===== config.mk =====
export PLATFORM = sky130hd
export DESIGN_NAME = tcc_top
export DESIGN_NICKNAME = d
export VERILOG_FILES = /design/src/rtl/tcc_pkg.sv /design/src/rtl/tcc_top.sv /design/src/rtl/tcc_out_chan.sv /design/src/rtl/tcc_in_chan.sv
export VERILOG_INCLUDE_DIRS = /design/src /design/src/rtl
export SDC_FILE = /design/constraint.sdc
export NUM_CORES = 1
export LEC_CHECK = 0
export BUFFER_PORTS_ARGS = -buffer_cell sky130_fd_sc_hd__buf_2
export CORE_ASPECT_RATIO = 0.75
export CORE_MARGIN = 2
export CORE_UTILIZATION = 40
export CTS_BUF_LIST = sky130_fd_sc_hd__clkbuf_8
export DETAILED_ROUTE_END_ITERATION = 8
export SETUP_SLACK_MARGIN = 0.3
export SLEW_MARGIN = 20
export SYNTH_ARGS = -nofsm -noshare
export SYNTH_HDL_FRONTEND = slang
export SYNTH_SLANG_ARGS = --single-unit

===== constraint.sdc =====
create_clock -name aclk -period 4.2 [get_ports aclk]
set_clock_uncertainty 0.05 [all_clocks]
set_input_delay 0.84 -clock aclk [delete_from_list [all_inputs] [get_ports aclk]]
set_output_delay 0.84 -clock aclk [all_outputs]
set_load 0.03 [all_outputs]

===== src/rtl/tcc_map.svh =====
// Register offsets, field positions and reset values of the channel 2/3 mode block
`ifndef TCC_MAP_SVH
`define TCC_MAP_SVH

// Byte offsets on the register bus
`define TCC_CFG_OFF 8'h1c
`define TCC_CMP2_OFF 8'h34
`define TCC_CMP3_OFF 8'h38
`define TCC_STAT_OFF 8'h40

// Reset values
`define TCC_CFG_RST 16'h0000
`define TCC_CMP_RST 32'h0000_0000
`define TCC_STAT_PAD 28'h000_0000

// Byte lane of each channel inside the configuration word
`define TCC_CH2_LSB 0
`define TCC_CH3_LSB 8

// Fields inside one channel byte, output compare view
`define TCC_F_MS 1:0
`define TCC_F_FEN 2
`define TCC_F_SEN 3
`define TCC_F_CTL 6:4
`define TCC_F_CEN 7

// Fields inside one channel byte, input capture view
`define TCC_F_PSC 3:2
`define TCC_F_FLT 7:4

// Lock level that freezes the compare control fields
`define TCC_LOCK_FULL 2'b11

// Bus answers and strobes
`define TCC_RESP_OKAY 2'b00
`define TCC_RESP_SLVERR 2'b10
`define TCC_RESP_DECERR 2'b11
`define TCC_STRB_FULL 4'hf

`endif


===== src/rtl/tcc_pkg.sv =====
// Types shared by the channel 2/3 mode block
package tcc_pkg;

  // Compare output control codes, in their encoded order
  typedef enum logic [2:0] {
    tcc_timing,
    tcc_set,
    tcc_clear,
    tcc_toggle,
    tcc_force_low,
    tcc_force_high,
    tcc_pwm0,
    tcc_pwm1
  } tcc_cmp_mode_e;

  // Direction and capture source select codes
  typedef enum logic [1:0] {
    tcc_dir_out,
    tcc_dir_own,
    tcc_dir_other,
    tcc_dir_trig
  } tcc_dir_e;

endpackage


===== src/rtl/tcc_top.sv =====
// Channel 2/3 mode control block with its AXI4-Lite register slave
//
// Notes on behaviour
// - Input mode reads filter and prescaler fields from the same bits.
// - Direction select writes take effect only while the channel is disabled.
// - Channel 3 direction: output, own input, channel 2 input, internal trigger.
// - Channel 2 direction: output, own input, channel 3 input, internal trigger.
// - Compare clear enable forces prepare low while external trigger is high.
// - Prepare is active high; polarity of outputs is applied downstream.
// - Timing mode holds the prepare signal unchanged.
// - On match: code 001 sets, 010 clears, 011 toggles prepare.
// - Code 100 forces prepare low, code 101 forces it high.
// - PWM mode 0: high below compare counting up, low above counting down.
// - PWM mode 1: inverse of PWM mode 0.
// - PWM level changes only on entry from timing, comparison change or counting direction change.
// - Compare control writes ignored under full lock in output mode.
// - Shadowed compare value moves to active value only at update events.
// - Fast enable in PWM treats a trigger edge as a compare match.
// - Filter accepts a new level after a run of equal samples.
// - Filter codes 0 to 15: off, 2/4/8 at timer clock, then dead-time rates.
// - Prescaler captures on every 1, 2, 4 or 8 edges.
// - Prescaler counter clears while the channel enable is low.
//
// Our own choice: the AXI4-Lite interface to the registers.
`include "tcc_map.svh"

module tcc_top #(
  parameter int AW = 8,
  parameter int CW = 16,
  parameter int DTS_DIV = 1
) (
  input wire logic aclk,
  input wire logic aresetn,
  input wire logic [AW-1:0] awaddr,
  input wire logic awvalid,
  output logic awready,
  input wire logic [31:0] wdata,
  input wire logic [3:0] wstrb,
  input wire logic wvalid,
  output logic wready,
  output logic [1:0] bresp,
  output logic bvalid,
  input wire logic bready,
  input wire logic [AW-1:0] araddr,
  input wire logic arvalid,
  output logic arready,
  output logic [31:0] rdata,
  output logic [1:0] rresp,
  output logic rvalid,
  input wire logic rready,
  input wire logic [CW-1:0] counter_value,
  input wire logic count_down,
  input wire logic update_event,
  input wire logic trigger_edge,
  input wire logic internal_trigger,
  input wire logic filtered_external_trigger,
  input wire logic ch2_channel_enable,
  input wire logic ch3_channel_enable,
  input wire logic [1:0] output_lock_level,
  input wire logic ch2_raw_input,
  input wire logic ch3_raw_input,
  output logic ch2_prepare_signal,
  output logic ch3_prepare_signal,
  output logic ch2_capture_event,
  output logic ch3_capture_event
);

  logic [15:0] cfg_r;
  logic [CW-1:0] cmp2_r, cmp3_r;
  logic [AW-1:0] awaddr_r;
  logic [31:0] wdata_r;
  logic [3:0] wstrb_r;
  logic aw_full_r, w_full_r;
  logic wr_fire, wr_ok, wr_hit;
  logic [31:0] rd_val;
  logic rd_hit;
  logic [7:0] dts_cnt_r;
  logic dts_en_r;
  logic [7:0] ch2_b, ch3_b;
  logic ch2_filt, ch3_filt;

  // One channel byte after a write: direction and locked fields may be kept
  function automatic logic [7:0] cfg_byte(input logic [7:0] old, input logic [7:0] wd,
                                          input logic en, input logic [1:0] lock);
    logic [7:0] b;
    b = wd;
    if (en) begin
      b[`TCC_F_MS] = old[`TCC_F_MS];
    end
    if (lock == `TCC_LOCK_FULL && old[`TCC_F_MS] == 2'b00) begin
      b[`TCC_F_CTL] = old[`TCC_F_CTL];
      b[`TCC_F_SEN] = old[`TCC_F_SEN];
    end
    return b;
  endfunction

  assign ch2_b = cfg_r[`TCC_CH2_LSB +: 8];
  assign ch3_b = cfg_r[`TCC_CH3_LSB +: 8];

  // Write address channel
  always_ff @(posedge aclk) begin
    if (!aresetn) begin
      awready <= 1'b1;
      aw_full_r <= 1'b0;
      awaddr_r <= '0;
    end else if (awvalid && awready) begin
      awready <= 1'b0;
      aw_full_r <= 1'b1;
      awaddr_r <= awaddr;
    end else if (wr_fire) begin
      awready <= 1'b1;
      aw_full_r <= 1'b0;
    end
  end

  // Write data channel
  always_ff @(posedge aclk) begin
    if (!aresetn) begin
      wready <= 1'b1;
      w_full_r <= 1'b0;
      wdata_r <= 32'h0000_0000;
      wstrb_r <= 4'h0;
    end else if (wvalid && wready) begin
      wready <= 1'b0;
      w_full_r <= 1'b1;
      wdata_r <= wdata;
      wstrb_r <= wstrb;
    end else if (wr_fire) begin
      wready <= 1'b1;
      w_full_r <= 1'b0;
    end
  end

  // Write decode; narrow writes are refused
  assign wr_fire = aw_full_r && w_full_r && !bvalid;
  assign wr_hit = awaddr_r == AW'(`TCC_CFG_OFF) || awaddr_r == AW'(`TCC_CMP2_OFF) ||
                  awaddr_r == AW'(`TCC_CMP3_OFF) || awaddr_r == AW'(`TCC_STAT_OFF);
  assign wr_ok = wr_fire && wr_hit && wstrb_r == `TCC_STRB_FULL;

  // Write response
  always_ff @(posedge aclk) begin
    if (!aresetn) begin
      bvalid <= 1'b0;
      bresp <= `TCC_RESP_OKAY;
    end else if (wr_fire) begin
      bvalid <= 1'b1;
      if (!wr_hit) begin
        bresp <= `TCC_RESP_DECERR;
      end else if (wstrb_r != `TCC_STRB_FULL) begin
        bresp <= `TCC_RESP_SLVERR;
      end else begin
        bresp <= `TCC_RESP_OKAY;
      end
    end else if (bvalid && bready) begin
      bvalid <= 1'b0;
    end
  end

  // Configuration register; upper half is not stored
  always_ff @(posedge aclk) begin
    if (!aresetn) begin
      cfg_r <= `TCC_CFG_RST;
    end else if (wr_ok && awaddr_r == AW'(`TCC_CFG_OFF)) begin
      cfg_r[`TCC_CH2_LSB +: 8] <= cfg_byte(ch2_b, wdata_r[`TCC_CH2_LSB +: 8],
                                           ch2_channel_enable, output_lock_level);
      cfg_r[`TCC_CH3_LSB +: 8] <= cfg_byte(ch3_b, wdata_r[`TCC_CH3_LSB +: 8],
                                           ch3_channel_enable, output_lock_level);
    end
  end

  // Written compare values
  always_ff @(posedge aclk) begin
    if (!aresetn) begin
      cmp2_r <= CW'(`TCC_CMP_RST);
      cmp3_r <= CW'(`TCC_CMP_RST);
    end else if (wr_ok && awaddr_r == AW'(`TCC_CMP2_OFF)) begin
      cmp2_r <= wdata_r[CW-1:0];
    end else if (wr_ok && awaddr_r == AW'(`TCC_CMP3_OFF)) begin
      cmp3_r <= wdata_r[CW-1:0];
    end
  end

  // Read decode
  always_comb begin
    rd_hit = 1'b1;
    rd_val = 32'h0000_0000;
    if (araddr == AW'(`TCC_CFG_OFF)) begin
      rd_val = {16'h0000, cfg_r};
    end else if (araddr == AW'(`TCC_CMP2_OFF)) begin
      rd_val[CW-1:0] = cmp2_r;
    end else if (araddr == AW'(`TCC_CMP3_OFF)) begin
      rd_val[CW-1:0] = cmp3_r;
    end else if (araddr == AW'(`TCC_STAT_OFF)) begin
      rd_val = {`TCC_STAT_PAD, ch3_filt, ch2_filt, ch3_prepare_signal, ch2_prepare_signal};
    end else begin
      rd_hit = 1'b0;
    end
  end

  // Read channel
  always_ff @(posedge aclk) begin
    if (!aresetn) begin
      arready <= 1'b1;
      rvalid <= 1'b0;
      rdata <= 32'h0000_0000;
      rresp <= `TCC_RESP_OKAY;
    end else if (arvalid && arready) begin
      arready <= 1'b0;
      rvalid <= 1'b1;
      rdata <= rd_val;
      rresp <= rd_hit ? `TCC_RESP_OKAY : `TCC_RESP_DECERR;
    end else if (rvalid && rready) begin
      rvalid <= 1'b0;
      arready <= 1'b1;
    end
  end

  // Dead-time clock enable from the timer clock
  always_ff @(posedge aclk) begin
    if (!aresetn) begin
      dts_cnt_r <= 8'h00;
      dts_en_r <= 1'b0;
    end else if (dts_cnt_r >= 8'(DTS_DIV - 1)) begin
      dts_cnt_r <= 8'h00;
      dts_en_r <= 1'b1;
    end else begin
      dts_cnt_r <= dts_cnt_r + 8'h01;
      dts_en_r <= 1'b0;
    end
  end

  // Channel 2 compare output
  tcc_out_chan #(.CW(CW)) u_out2 (
    .aclk(aclk),
    .aresetn(aresetn),
    .out_mode(ch2_b[`TCC_F_MS] == 2'b00),
    .mode(ch2_b[`TCC_F_CTL]),
    .clear_en(ch2_b[`TCC_F_CEN]),
    .shadow_en(ch2_b[`TCC_F_SEN]),
    .fast_en(ch2_b[`TCC_F_FEN]),
    .cmp_wr(cmp2_r),
    .cnt(counter_value),
    .count_down(count_down),
    .update_ev(update_event),
    .trig_edge(trigger_edge),
    .ext_trig(filtered_external_trigger),
    .prep(ch2_prepare_signal)
  );

  // Channel 3 compare output
  tcc_out_chan #(.CW(CW)) u_out3 (
    .aclk(aclk),
    .aresetn(aresetn),
    .out_mode(ch3_b[`TCC_F_MS] == 2'b00),
    .mode(ch3_b[`TCC_F_CTL]),
    .clear_en(ch3_b[`TCC_F_CEN]),
    .shadow_en(ch3_b[`TCC_F_SEN]),
    .fast_en(ch3_b[`TCC_F_FEN]),
    .cmp_wr(cmp3_r),
    .cnt(counter_value),
    .count_down(count_down),
    .update_ev(update_event),
    .trig_edge(trigger_edge),
    .ext_trig(filtered_external_trigger),
    .prep(ch3_prepare_signal)
  );

  // Channel 2 input path; its other source is channel 3
  tcc_in_chan u_in2 (
    .aclk(aclk),
    .aresetn(aresetn),
    .raw_in(ch2_raw_input),
    .other_filt(ch3_filt),
    .itrig(internal_trigger),
    .dts_en(dts_en_r),
    .chan_en(ch2_channel_enable),
    .ms(ch2_b[`TCC_F_MS]),
    .flt(ch2_b[`TCC_F_FLT]),
    .psc(ch2_b[`TCC_F_PSC]),
    .filt(ch2_filt),
    .capture(ch2_capture_event)
  );

  // Channel 3 input path; its other source is channel 2
  tcc_in_chan u_in3 (
    .aclk(aclk),
    .aresetn(aresetn),
    .raw_in(ch3_raw_input),
    .other_filt(ch2_filt),
    .itrig(internal_trigger),
    .dts_en(dts_en_r),
    .chan_en(ch3_channel_enable),
    .ms(ch3_b[`TCC_F_MS]),
    .flt(ch3_b[`TCC_F_FLT]),
    .psc(ch3_b[`TCC_F_PSC]),
    .filt(ch3_filt),
    .capture(ch3_capture_event)
  );
endmodule


===== src/rtl/tcc_out_chan.sv =====
// Output compare logic of one channel: shadowed compare value and prepare signal
module tcc_out_chan #(
  parameter int CW = 16
) (
  input wire logic aclk,
  input wire logic aresetn,
  input wire logic out_mode,
  input wire logic [2:0] mode,
  input wire logic clear_en,
  input wire logic shadow_en,
  input wire logic fast_en,
  input wire logic [CW-1:0] cmp_wr,
  input wire logic [CW-1:0] cnt,
  input wire logic count_down,
  input wire logic update_ev,
  input wire logic trig_edge,
  input wire logic ext_trig,
  output logic prep
);

  tcc_pkg::tcc_cmp_mode_e mode_e;
  tcc_pkg::tcc_cmp_mode_e mode_r;
  logic [CW-1:0] cmp_act_r;
  logic lt, gt, eq;
  logic lt_r, gt_r, down_r;
  logic prep_nxt;

  // PWM level from the comparison; mode 1 is the inverse of mode 0
  function automatic logic pwm_lvl(input logic inv, input logic down, input logic l,
                                   input logic g);
    logic lvl;
    lvl = down ? !g : l;
    return lvl ^ inv;
  endfunction

  assign mode_e = tcc_pkg::tcc_cmp_mode_e'(mode);
  assign lt = cnt < cmp_act_r;
  assign gt = cnt > cmp_act_r;
  assign eq = cnt == cmp_act_r;

  // Active compare value, loaded at update events when shadowed
  always_ff @(posedge aclk) begin
    if (!aresetn) begin
      cmp_act_r <= '0;
    end else if (!shadow_en || update_ev) begin
      cmp_act_r <= cmp_wr;
    end
  end

  // History of mode and comparison for PWM change detection
  always_ff @(posedge aclk) begin
    if (!aresetn) begin
      mode_r <= tcc_pkg::tcc_timing;
      lt_r <= 1'b0;
      gt_r <= 1'b0;
      down_r <= 1'b0;
    end else begin
      mode_r <= mode_e;
      lt_r <= lt;
      gt_r <= gt;
      down_r <= count_down;
    end
  end

  // Next prepare level, active high
  always_comb begin
    prep_nxt = prep;
    if (out_mode) begin
      case (mode_e)
        tcc_pkg::tcc_timing: prep_nxt = prep;
        tcc_pkg::tcc_set: if (eq) prep_nxt = 1'b1;
        tcc_pkg::tcc_clear: if (eq) prep_nxt = 1'b0;
        tcc_pkg::tcc_toggle: if (eq) prep_nxt = !prep;
        tcc_pkg::tcc_force_low: prep_nxt = 1'b0;
        tcc_pkg::tcc_force_high: prep_nxt = 1'b1;
        tcc_pkg::tcc_pwm0, tcc_pkg::tcc_pwm1: begin
          if (mode_r == tcc_pkg::tcc_timing || lt != lt_r || gt != gt_r ||
              count_down != down_r) begin
            prep_nxt = pwm_lvl(mode_e == tcc_pkg::tcc_pwm1, count_down, lt, gt);
          end
          if (fast_en && trig_edge) begin
            prep_nxt = pwm_lvl(mode_e == tcc_pkg::tcc_pwm1, count_down, 1'b0, 1'b0);
          end
        end
        default: prep_nxt = prep;
      endcase
      if (clear_en && ext_trig) begin
        prep_nxt = 1'b0;
      end
    end
  end

  // Prepare register
  always_ff @(posedge aclk) begin
    if (!aresetn) begin
      prep <= 1'b0;
    end else begin
      prep <= prep_nxt;
    end
  end

endmodule


===== src/rtl/tcc_in_chan.sv =====
// Input path of one channel: synchroniser, digital filter, source select, prescaler
module tcc_in_chan (
  input wire logic aclk,
  input wire logic aresetn,
  input wire logic raw_in,
  input wire logic other_filt,
  input wire logic itrig,
  input wire logic dts_en,
  input wire logic chan_en,
  input wire logic [1:0] ms,
  input wire logic [3:0] flt,
  input wire logic [1:0] psc,
  output logic filt,
  output logic capture
);

  logic sync1_r, sync2_r;
  logic [4:0] dts_cnt_r;
  logic [3:0] run_r;
  logic [2:0] div_k;
  logic [3:0] need_n;
  logic [4:0] mask;
  logic sample;
  logic src, src_r;
  logic [2:0] psc_cnt_r;

  // Filter code to {divider exponent, sample count}; exponent 0 is the timer clock
  function automatic logic [6:0] flt_cfg(input logic [3:0] code);
    case (code)
      4'h1: return {3'h0, 4'h2};
      4'h2: return {3'h0, 4'h4};
      4'h3: return {3'h0, 4'h8};
      4'h4: return {3'h1, 4'h6};
      4'h5: return {3'h1, 4'h8};
      4'h6: return {3'h2, 4'h6};
      4'h7: return {3'h2, 4'h8};
      4'h8: return {3'h3, 4'h6};
      4'h9: return {3'h3, 4'h8};
      4'ha: return {3'h4, 4'h5};
      4'hb: return {3'h4, 4'h6};
      4'hc: return {3'h4, 4'h8};
      4'hd: return {3'h5, 4'h5};
      4'he: return {3'h5, 4'h6};
      4'hf: return {3'h5, 4'h8};
      default: return {3'h0, 4'h1};
    endcase
  endfunction

  assign {div_k, need_n} = flt_cfg(flt);
  assign mask = (5'h01 << div_k) - 5'h01;
  assign sample = (div_k == 3'h0) || (dts_en && ((dts_cnt_r & mask) == 5'h00));

  // Two-stage synchroniser on the pin
  always_ff @(posedge aclk) begin
    if (!aresetn) begin
      sync1_r <= 1'b0;
      sync2_r <= 1'b0;
    end else begin
      sync1_r <= raw_in;
      sync2_r <= sync1_r;
    end
  end

  // Dead-time tick counter for the slower sampling rates
  always_ff @(posedge aclk) begin
    if (!aresetn) begin
      dts_cnt_r <= 5'h00;
    end else if (dts_en) begin
      dts_cnt_r <= dts_cnt_r + 5'h01;
    end
  end

  // Filter: a new level is taken after enough equal samples in a row
  always_ff @(posedge aclk) begin
    if (!aresetn) begin
      filt <= 1'b0;
      run_r <= 4'h0;
    end else if (flt == 4'h0) begin
      filt <= sync2_r;
      run_r <= 4'h0;
    end else if (sample) begin
      if (sync2_r == filt) begin
        run_r <= 4'h0;
      end else if (run_r + 4'h1 >= need_n) begin
        filt <= sync2_r;
        run_r <= 4'h0;
      end else begin
        run_r <= run_r + 4'h1;
      end
    end
  end

  // Capture source select
  always_comb begin
    case (tcc_pkg::tcc_dir_e'(ms))
      tcc_pkg::tcc_dir_own: src = filt;
      tcc_pkg::tcc_dir_other: src = other_filt;
      tcc_pkg::tcc_dir_trig: src = itrig;
      default: src = 1'b0;
    endcase
  end

  // Edge prescaler, cleared while the channel is disabled
  always_ff @(posedge aclk) begin
    if (!aresetn) begin
      src_r <= 1'b0;
      psc_cnt_r <= 3'h0;
      capture <= 1'b0;
    end else begin
      src_r <= src;
      capture <= 1'b0;
      if (!chan_en) begin
        psc_cnt_r <= 3'h0;
      end else if (ms != 2'b00 && src && !src_r) begin
        if (psc_cnt_r == (3'h1 << psc) - 3'h1) begin
          psc_cnt_r <= 3'h0;
          capture <= 1'b1;
        end else begin
          psc_cnt_r <= psc_cnt_r + 3'h1;
        end
      end
    end
  end

endmodule


==> flow_metrics.py, run 1 <==
metrics = {
    "clocking": {
        "cts_max_level": 4,
        "cts_made_buffers": 17,
        "cts_setup_buffers": 0,
        "cts-root-buf": "clkbuf_8",
        "clk_latency_ns": 0.47,
        "clkTransAtPathRegs_ns": 0.10,
        "clock_path_buffers": 2,
        "postCtsHoldBufs": 0,
        "cts_tree": "built",
        "clock_sinks": 182,
        "cts_resized": 0,
    },
    "final_layout": {
        "nets": 1285,
        "num-fill-cells": 2305,
        "n_antenna_cell": 0,
        "final_common_cell": "nand2_1",
        "layout-drive-gt1-share": 0.140,
        "layout.cells.most_common_list": "nand2_1, dfxtp_1, buf_2",
        "synthToLayoutAreaGrowth_pct": 11.0,
    },
    "setup_path": {
        "timing.rr.start": "cfg_r[5]",
        "critPathRequiredTime_ns": 4.54,
        "critical_path_arrival_ns": 3.43,
        "crit_path_max_fanout": 10,
        "end_kind": "register",
        "path_class": "register to register",
        "regToRegEndpoint": "u_in2.run_r[2]",
        "worstRegToRegCells": 12,
        "rrSetupSlack_ns": 1.12,
        "critPathLaunchType": "register",
    },
    "floorplanning": {
        "die_h_um": 137,
        "core_area_sq_mm": 0.0231,
        "start_util": 0.408,
        "row_count": 48,
        "io_pins": 131,
        "die_width_um": 181,
        "die_area_sq_mm": 0.0249,
    },
    "power_and_ir_drop": {
        "p_total_mw": 3.37,
        "powerDensity_mw_per_mm2": 321,
        "peakVddDrop_mv": 0.194,
        "leakage_nw": 4.25,
    },
    "timing": {
        "post-route-period-util": 0.734,
        "max_freq_mhz": 324,
        "setup_tns_ns": 0,
        "worstMarginPinSlew_ns": 0.900,
        "setup_viol": 0,
        "rsz0062_at_grt": "false",
        "drv_slew": 0,
        "max-slew-margin-rel": 0.400,
        "finalHoldViolations": 0,
        "final.min_clock_period_ns": 3.08,
    },
    "min_path": {
        "hold_class": "register to register",
        "worstHoldEndpoint": "u_in3.sync2_r",
        "worstHoldStart": "u_in3.sync1_r",
        "worstHoldPathCells": 1,
    },
    "grt": {
        "grt_pass1_vias": 7036,
        "grtUsageTotal": 0.189,
        "grt_pass1_wl_um": 36800,
        "grt_antenna_before_repair": 1,
        "grt_max_degree": 102,
        "grt_remaining_overflow": 0,
    },
    "detailed_routing": {
        "drc": 0,
        "wire_per_inst_um": 15.7,
        "vias_per_cell": 5.04,
        "dr_total_vias": 7341,
        "drt_first_pass_iters": 5,
        "antenna_left": 0,
        "drtIter0Drc": 408,
        "routed_wl_um": 22900,
    },
    "logic_synthesis": {
        "muxShareOfSynthArea": 0.0712,
        "synth_top_area_frac": 0.386,
        "yosysSeqAreaShare": 0.386,
        "synth-compound-area-share": 0.161,
        "synth_adder_area_share": 0.0742,
        "yosysUniqueCellTypes": 64,
        "postSynthCellCount": 1076,
        "synth-simple-area-share": 0.228,
        "synth-edff-count": 0,
        "ys_ff_latch": 182,
        "syn_avg_cell_area_sq_um": 8.78,
        "synth_xor_xnor_area_share": 0.0241,
        "async_flop_share": 0,
        "synth_area_leaders": "dfxtp_1, nand2_1, ha_1",
        "syn_area_sq_mm": 0.00944,
        "synth_top_family_by_area": "simple AND/OR/NAND/NOR gates",
        "ys.flop_type": "dfxtp_1",
        "synth_largest_area_cell": "dfxtp_1",
        "yosysWarnings": 0,
    },
    "place": {
        "port_buffers": 98,
        "gp_congestion": 0.802,
        "hpwl_um": 16900,
    },
    "outcome": {
        "outcome": "finished clean",
    },
    "run": {
        "maxCapViolations": 0,
    },
}
[metal layers]
layer / part of all wire / wire, um / vias up / GRT usage
met5: 0 / 0 / - / 0
met4: 0.011 / 262 / 0 / 0.0456
met1: 0.51 / 11800 / 3348 / 0.268
met3: 0.057 / 1300 / 17 / 0.0484
met2: 0.42 / 9540 / 165 / 0.287
li1: - / - / 3811 / -
[cell families (layout without fill, tap and decap cells)]
logic type,after synthesis,in the layout
mux,66,66
simple gates,417,417
buf+inv,114,179
fa+ha+maj,56,56
compound gates,214,214
xor+xnor,26,26
flops,182,182
other cells,1,16
[layout make-up]
cell class              count  area (sq um)  share of cell area
multi-input cells         795          5340               0.509
flip-flops and latches    182          3640               0.348
repair buffers            105           546              0.0520
well taps                 300           375              0.0358
clock buffers              20           275              0.0263
inverters                  42           158              0.0150
clock inverters            12           150              0.0143
[how the worst max path moves through the flow]
stage,from,to,slack (ns),depth (start not counted)
finish,cfg_r[5],u_in2.run_r[2],1.12,12
global route,cfg_r[5],u_in2.run_r[2],0.83,12
CTS,cfg_r[5],u_in2.run_r[0],1.09,12
detailed placement,counter_value[11],u_out3.prep,0.95,9
global placement,counter_value[11],u_out3.prep,1.0,9
floorplan,counter_value[5],u_out3.prep,1.52,8
[critical path, cell delays in order (launching register included)]
cell and delay [ns]:
dfxtp_1 0.54, inv_1 0.14, ha_1 0.30, mux2i_1 0.15
o21ai_0 0.11, ha_1 0.30, nand2b_1 0.14, a21o_1 0.18
a21o_1 0.19, a211oi_1 0.54, a22o_1 0.22, nand2_1 0.05
a21oi_1 0.11
[power breakdown]
part | internal (mW) | switching (mW)
sequential | 1.76 | 0.0393
combinational | 0.107 | 0.176
clock | 0.635 | 0.645
total | 2.51 | 0.860
[state kept, by name, indices dropped and copies added, names as in the netlist, 2 cells and up]
name	flops
u_out3.cmp_act_r	16
u_out2.mode_r	3
u_in3.run_r	4
u_in3.dts_cnt_r	5
cfg_r	16
u_in3.psc_cnt_r	3
cmp2_r	16
cmp3_r	16
rdata	16
u_in2.psc_cnt_r	3
u_out3.mode_r	3
bresp	2
u_in2.run_r	4
awaddr_r	8
wstrb_r	4
wdata_r	16
u_in2.dts_cnt_r	5
u_out2.cmp_act_r	16
[Yosys cell counts, drive strengths merged (8+ instances only)]
| library cell | instances |
|---|---|
| nor2b | 63 |
| a21oi | 34 |
| nand2 | 196 |
| dfxtp | 182 |
| inv | 42 |
| clkbuf | 36 |
| xor2 | 10 |
| and2 | 34 |
| a31oi | 11 |
| o21ai | 37 |
| nand4 | 17 |
| buf | 36 |
| a22oi | 14 |
| nor2 | 37 |
| a21boi | 66 |
| xnor2 | 16 |
| nand3 | 11 |
| nand2b | 8 |
| o211ai | 8 |
| nor3 | 10 |
| mux2i | 60 |
| nor3b | 8 |
| ha | 56 |
[per-stage QoR]
| step | instances | utilization | instance area (sq um) | setup slack (ns) | hold WS [ns] |
|---|---|---|---|---|---|
| finish | 1456 | 0.453 | 10500 | 1.12 | 0.392 |
| detailed placement | 1424 | 0.435 | 10100 | 0.950 | 0.369 |
| floorplan | 1091 | - | 9500 | 1.52 | 0.362 |
| global placement | 1424 | 0.435 | 10100 | 0.997 | 0.367 |
| global route | 1456 | 0.453 | 10500 | 0.835 | 0.421 |
| CTS | 1456 | 0.453 | 10500 | 1.09 | 0.393 |
(Power assumes the default switching activity.)
==> run 2, diff against run 1 <==
clock period = 3.04 ns   (was 4.2 ns; I/O delays follow)
==> run 2 against run 1 <==
Sequential power is 38% higher; setup slack worse by 0.56 ns; largest power group unchanged; maximum frequency up 24%; via count rose by 1.9%; die area is the same; clock power up 32%; core utilization rose by 0.60 points; global-route usage rose by 0.30 points; highest routed layer unchanged; power increased by 36%; flip-flop and latch count is the same; count of clock-buffer cells in the layout stayed put.
==> flow_metrics.py, run 2 (synthesis gave the netlist of run 1 again) <==
metrics = {
    "outcome": {
        "outcome": "finished clean",
    },
    "timing": {
        "max-slew-margin-rel": 0.436,
        "fin_hold_ws_ns": 0.286,
        "drv_slew": 0,
        "setup_viol": 0,
        "finalHoldViolations": 0,
        "post-route-period-util": 0.816,
        "setup_ws_ns": 0.560,
        "max_freq_mhz": 403,
        "final.min_clock_period_ns": 2.48,
        "setup_tns_ns": 0,
        "rsz0062_at_grt": "false",
        "worstMarginPinSlew_ns": 0.844,
    },
    "floorplanning": {
        "start_util": 0.408,
        "row_count": 48,
        "io_pins": 131,
        "die_area_sq_mm": 0.0249,
        "die_width_um": 181,
        "core_area_sq_mm": 0.0231,
        "die_h_um": 137,
    },
    "power_and_ir_drop": {
        "powerDensity_mw_per_mm2": 432,
        "p_int_mw": 3.38,
        "power.share.combinational": 0.087,
        "p_total_mw": 4.58,
        "switching_share": 0.262,
        "p_clk_frac": 0.369,
        "peakVddDrop_mv": 0.355,
        "power_frac_seq": 0.544,
        "p_sw_mw": 1.20,
        "leakage_nw": 4.34,
    },
    "final_layout": {
        "n_antenna_cell": 0,
        "final_cells": 1474,
        "final_common_cell": "nand2_1",
        "multi_input_area_sq_mm": 0.00534,
        "synthToLayoutAreaGrowth_pct": 12.5,
        "postLayoutCoreUtil": 0.459,
        "regArea_sq_mm": 0.00365,
        "nets": 1304,
        "layout.cells.most_common_list": "nand2_1, dfxtp_1, buf_2",
        "num-fill-cells": 2269,
        "layout-drive-gt1-share": 0.158,
        "fin_area_sq_mm": 0.0106,
    },
    "setup_path": {
        "critPathLaunchType": "register",
        "critPathRequiredTime_ns": 3.41,
        "critical_path_arrival_ns": 2.85,
        "slowest_stage": "dfxtp_4",
        "end_kind": "register",
        "cp_num_buf_inv": 2,
        "crit_path_max_fanout": 8,
        "cp_cell_sequence": "inv_1 > ha_1 > nand2_1 > o21ai_0 > nor2_1 > a21oi_1 > ha_1 > a21o_1 > a21o_1 > a211oi_1 > buf_4 > nor2b_1 > mux2i_1 > nor2_1",
        "path_class": "register to register",
        "worst_path_largest_cell_delay_ns": 0.40,
        "critPathTopFamily": "compound AO/OA/AOI/OAI gates",
    },
    "clocking": {
        "cts_made_buffers": 17,
        "clk_latency_ns": 0.48,
        "clkTransAtPathRegs_ns": 0.09,
        "cts-root-buf": "clkbuf_8",
        "cts_tree": "built",
        "clock_sinks": 182,
        "clock_path_buffers": 2,
        "cts_max_level": 4,
        "cts_setup_buffers": 0,
    },
    "place": {
        "place_area_sq_mm": 0.0102,
        "port_buffers": 98,
        "dp_slack_ns": 0.262,
        "dp.cells": 1443,
        "hpwl_um": 17400,
        "gp_congestion": 0.832,
    },
    "grt": {
        "grt_remaining_overflow": 0,
        "grt_pass1_vias": 7052,
        "grt_antenna_before_repair": 0,
        "grt_max_degree": 55,
        "grt_pass1_wl_um": 37200,
        "grtUsageTotal": 0.192,
    },
    "detailed_routing": {
        "drc": 0,
        "wire_per_inst_um": 15.8,
        "vias_per_cell": 5.07,
        "routed_wl_um": 23300,
        "drtIter0Drc": 451,
        "drt_first_pass_iters": 6,
        "dr_total_vias": 7479,
        "antenna_left": 0,
    },
    "min_path": {
        "hold_class": "primary input to register",
    },
    "run": {
        "maxCapViolations": 0,
    },
}
==> run 2: cell type report <==
type / count / area share
inverter: 42 / 0.0148
clock inverter: 11 / 0.0117
tap: 300 / 0.0353
multi-input combinational: 795 / 0.502
sequential: 182 / 0.344
timing repair buffer: 124 / 0.0660
clock buffer: 20 / 0.0259
==> run 2: worst paths after layout <==
check | start | to | slack [ns] | cells after the start
hold / removal | ch3_raw_input | u_in3.sync1_r | 0.29 | 2
setup / recovery | cfg_r[5] | u_in2.run_r[0] | 0.56 | 14
hold reg to reg | u_in2.sync1_r | u_in2.sync2_r | 0.41 | 1
setup reg to reg | cfg_r[5] | u_in2.run_r[0] | 0.56 | 14
==> run 2: power groups by stage <==
stage	clock network [mW]	logic [mW]	registers, mW
floorplan	0	0.251	2.56
global placement	0	0.395	2.55
detailed placement	0	0.399	2.55
CTS	1.73	0.401	2.49
global route	1.83	0.445	2.50
finish	1.69	0.398	2.49
==> run 2: metal layers <==
| metal | routed length (um) | part of all wire | global-route usage | vias up |
|---|---|---|---|---|
| met5 | 0 | 0 | 0 | - |
| met4 | 255 | 0.011 | 0.0465 | 0 |
| met3 | 1210 | 0.052 | 0.0431 | 17 |
| met2 | 9830 | 0.42 | 0.299 | 170 |
| met1 | 12000 | 0.51 | 0.270 | 3447 |
| li1 | - | - | - | 3845 |
==> run 2: timing repair <==
item | CTS | global route
setup endpoints to repair | 0 | 10
hold buffers | 0 | 0
gates resized for setup | 0 | 10
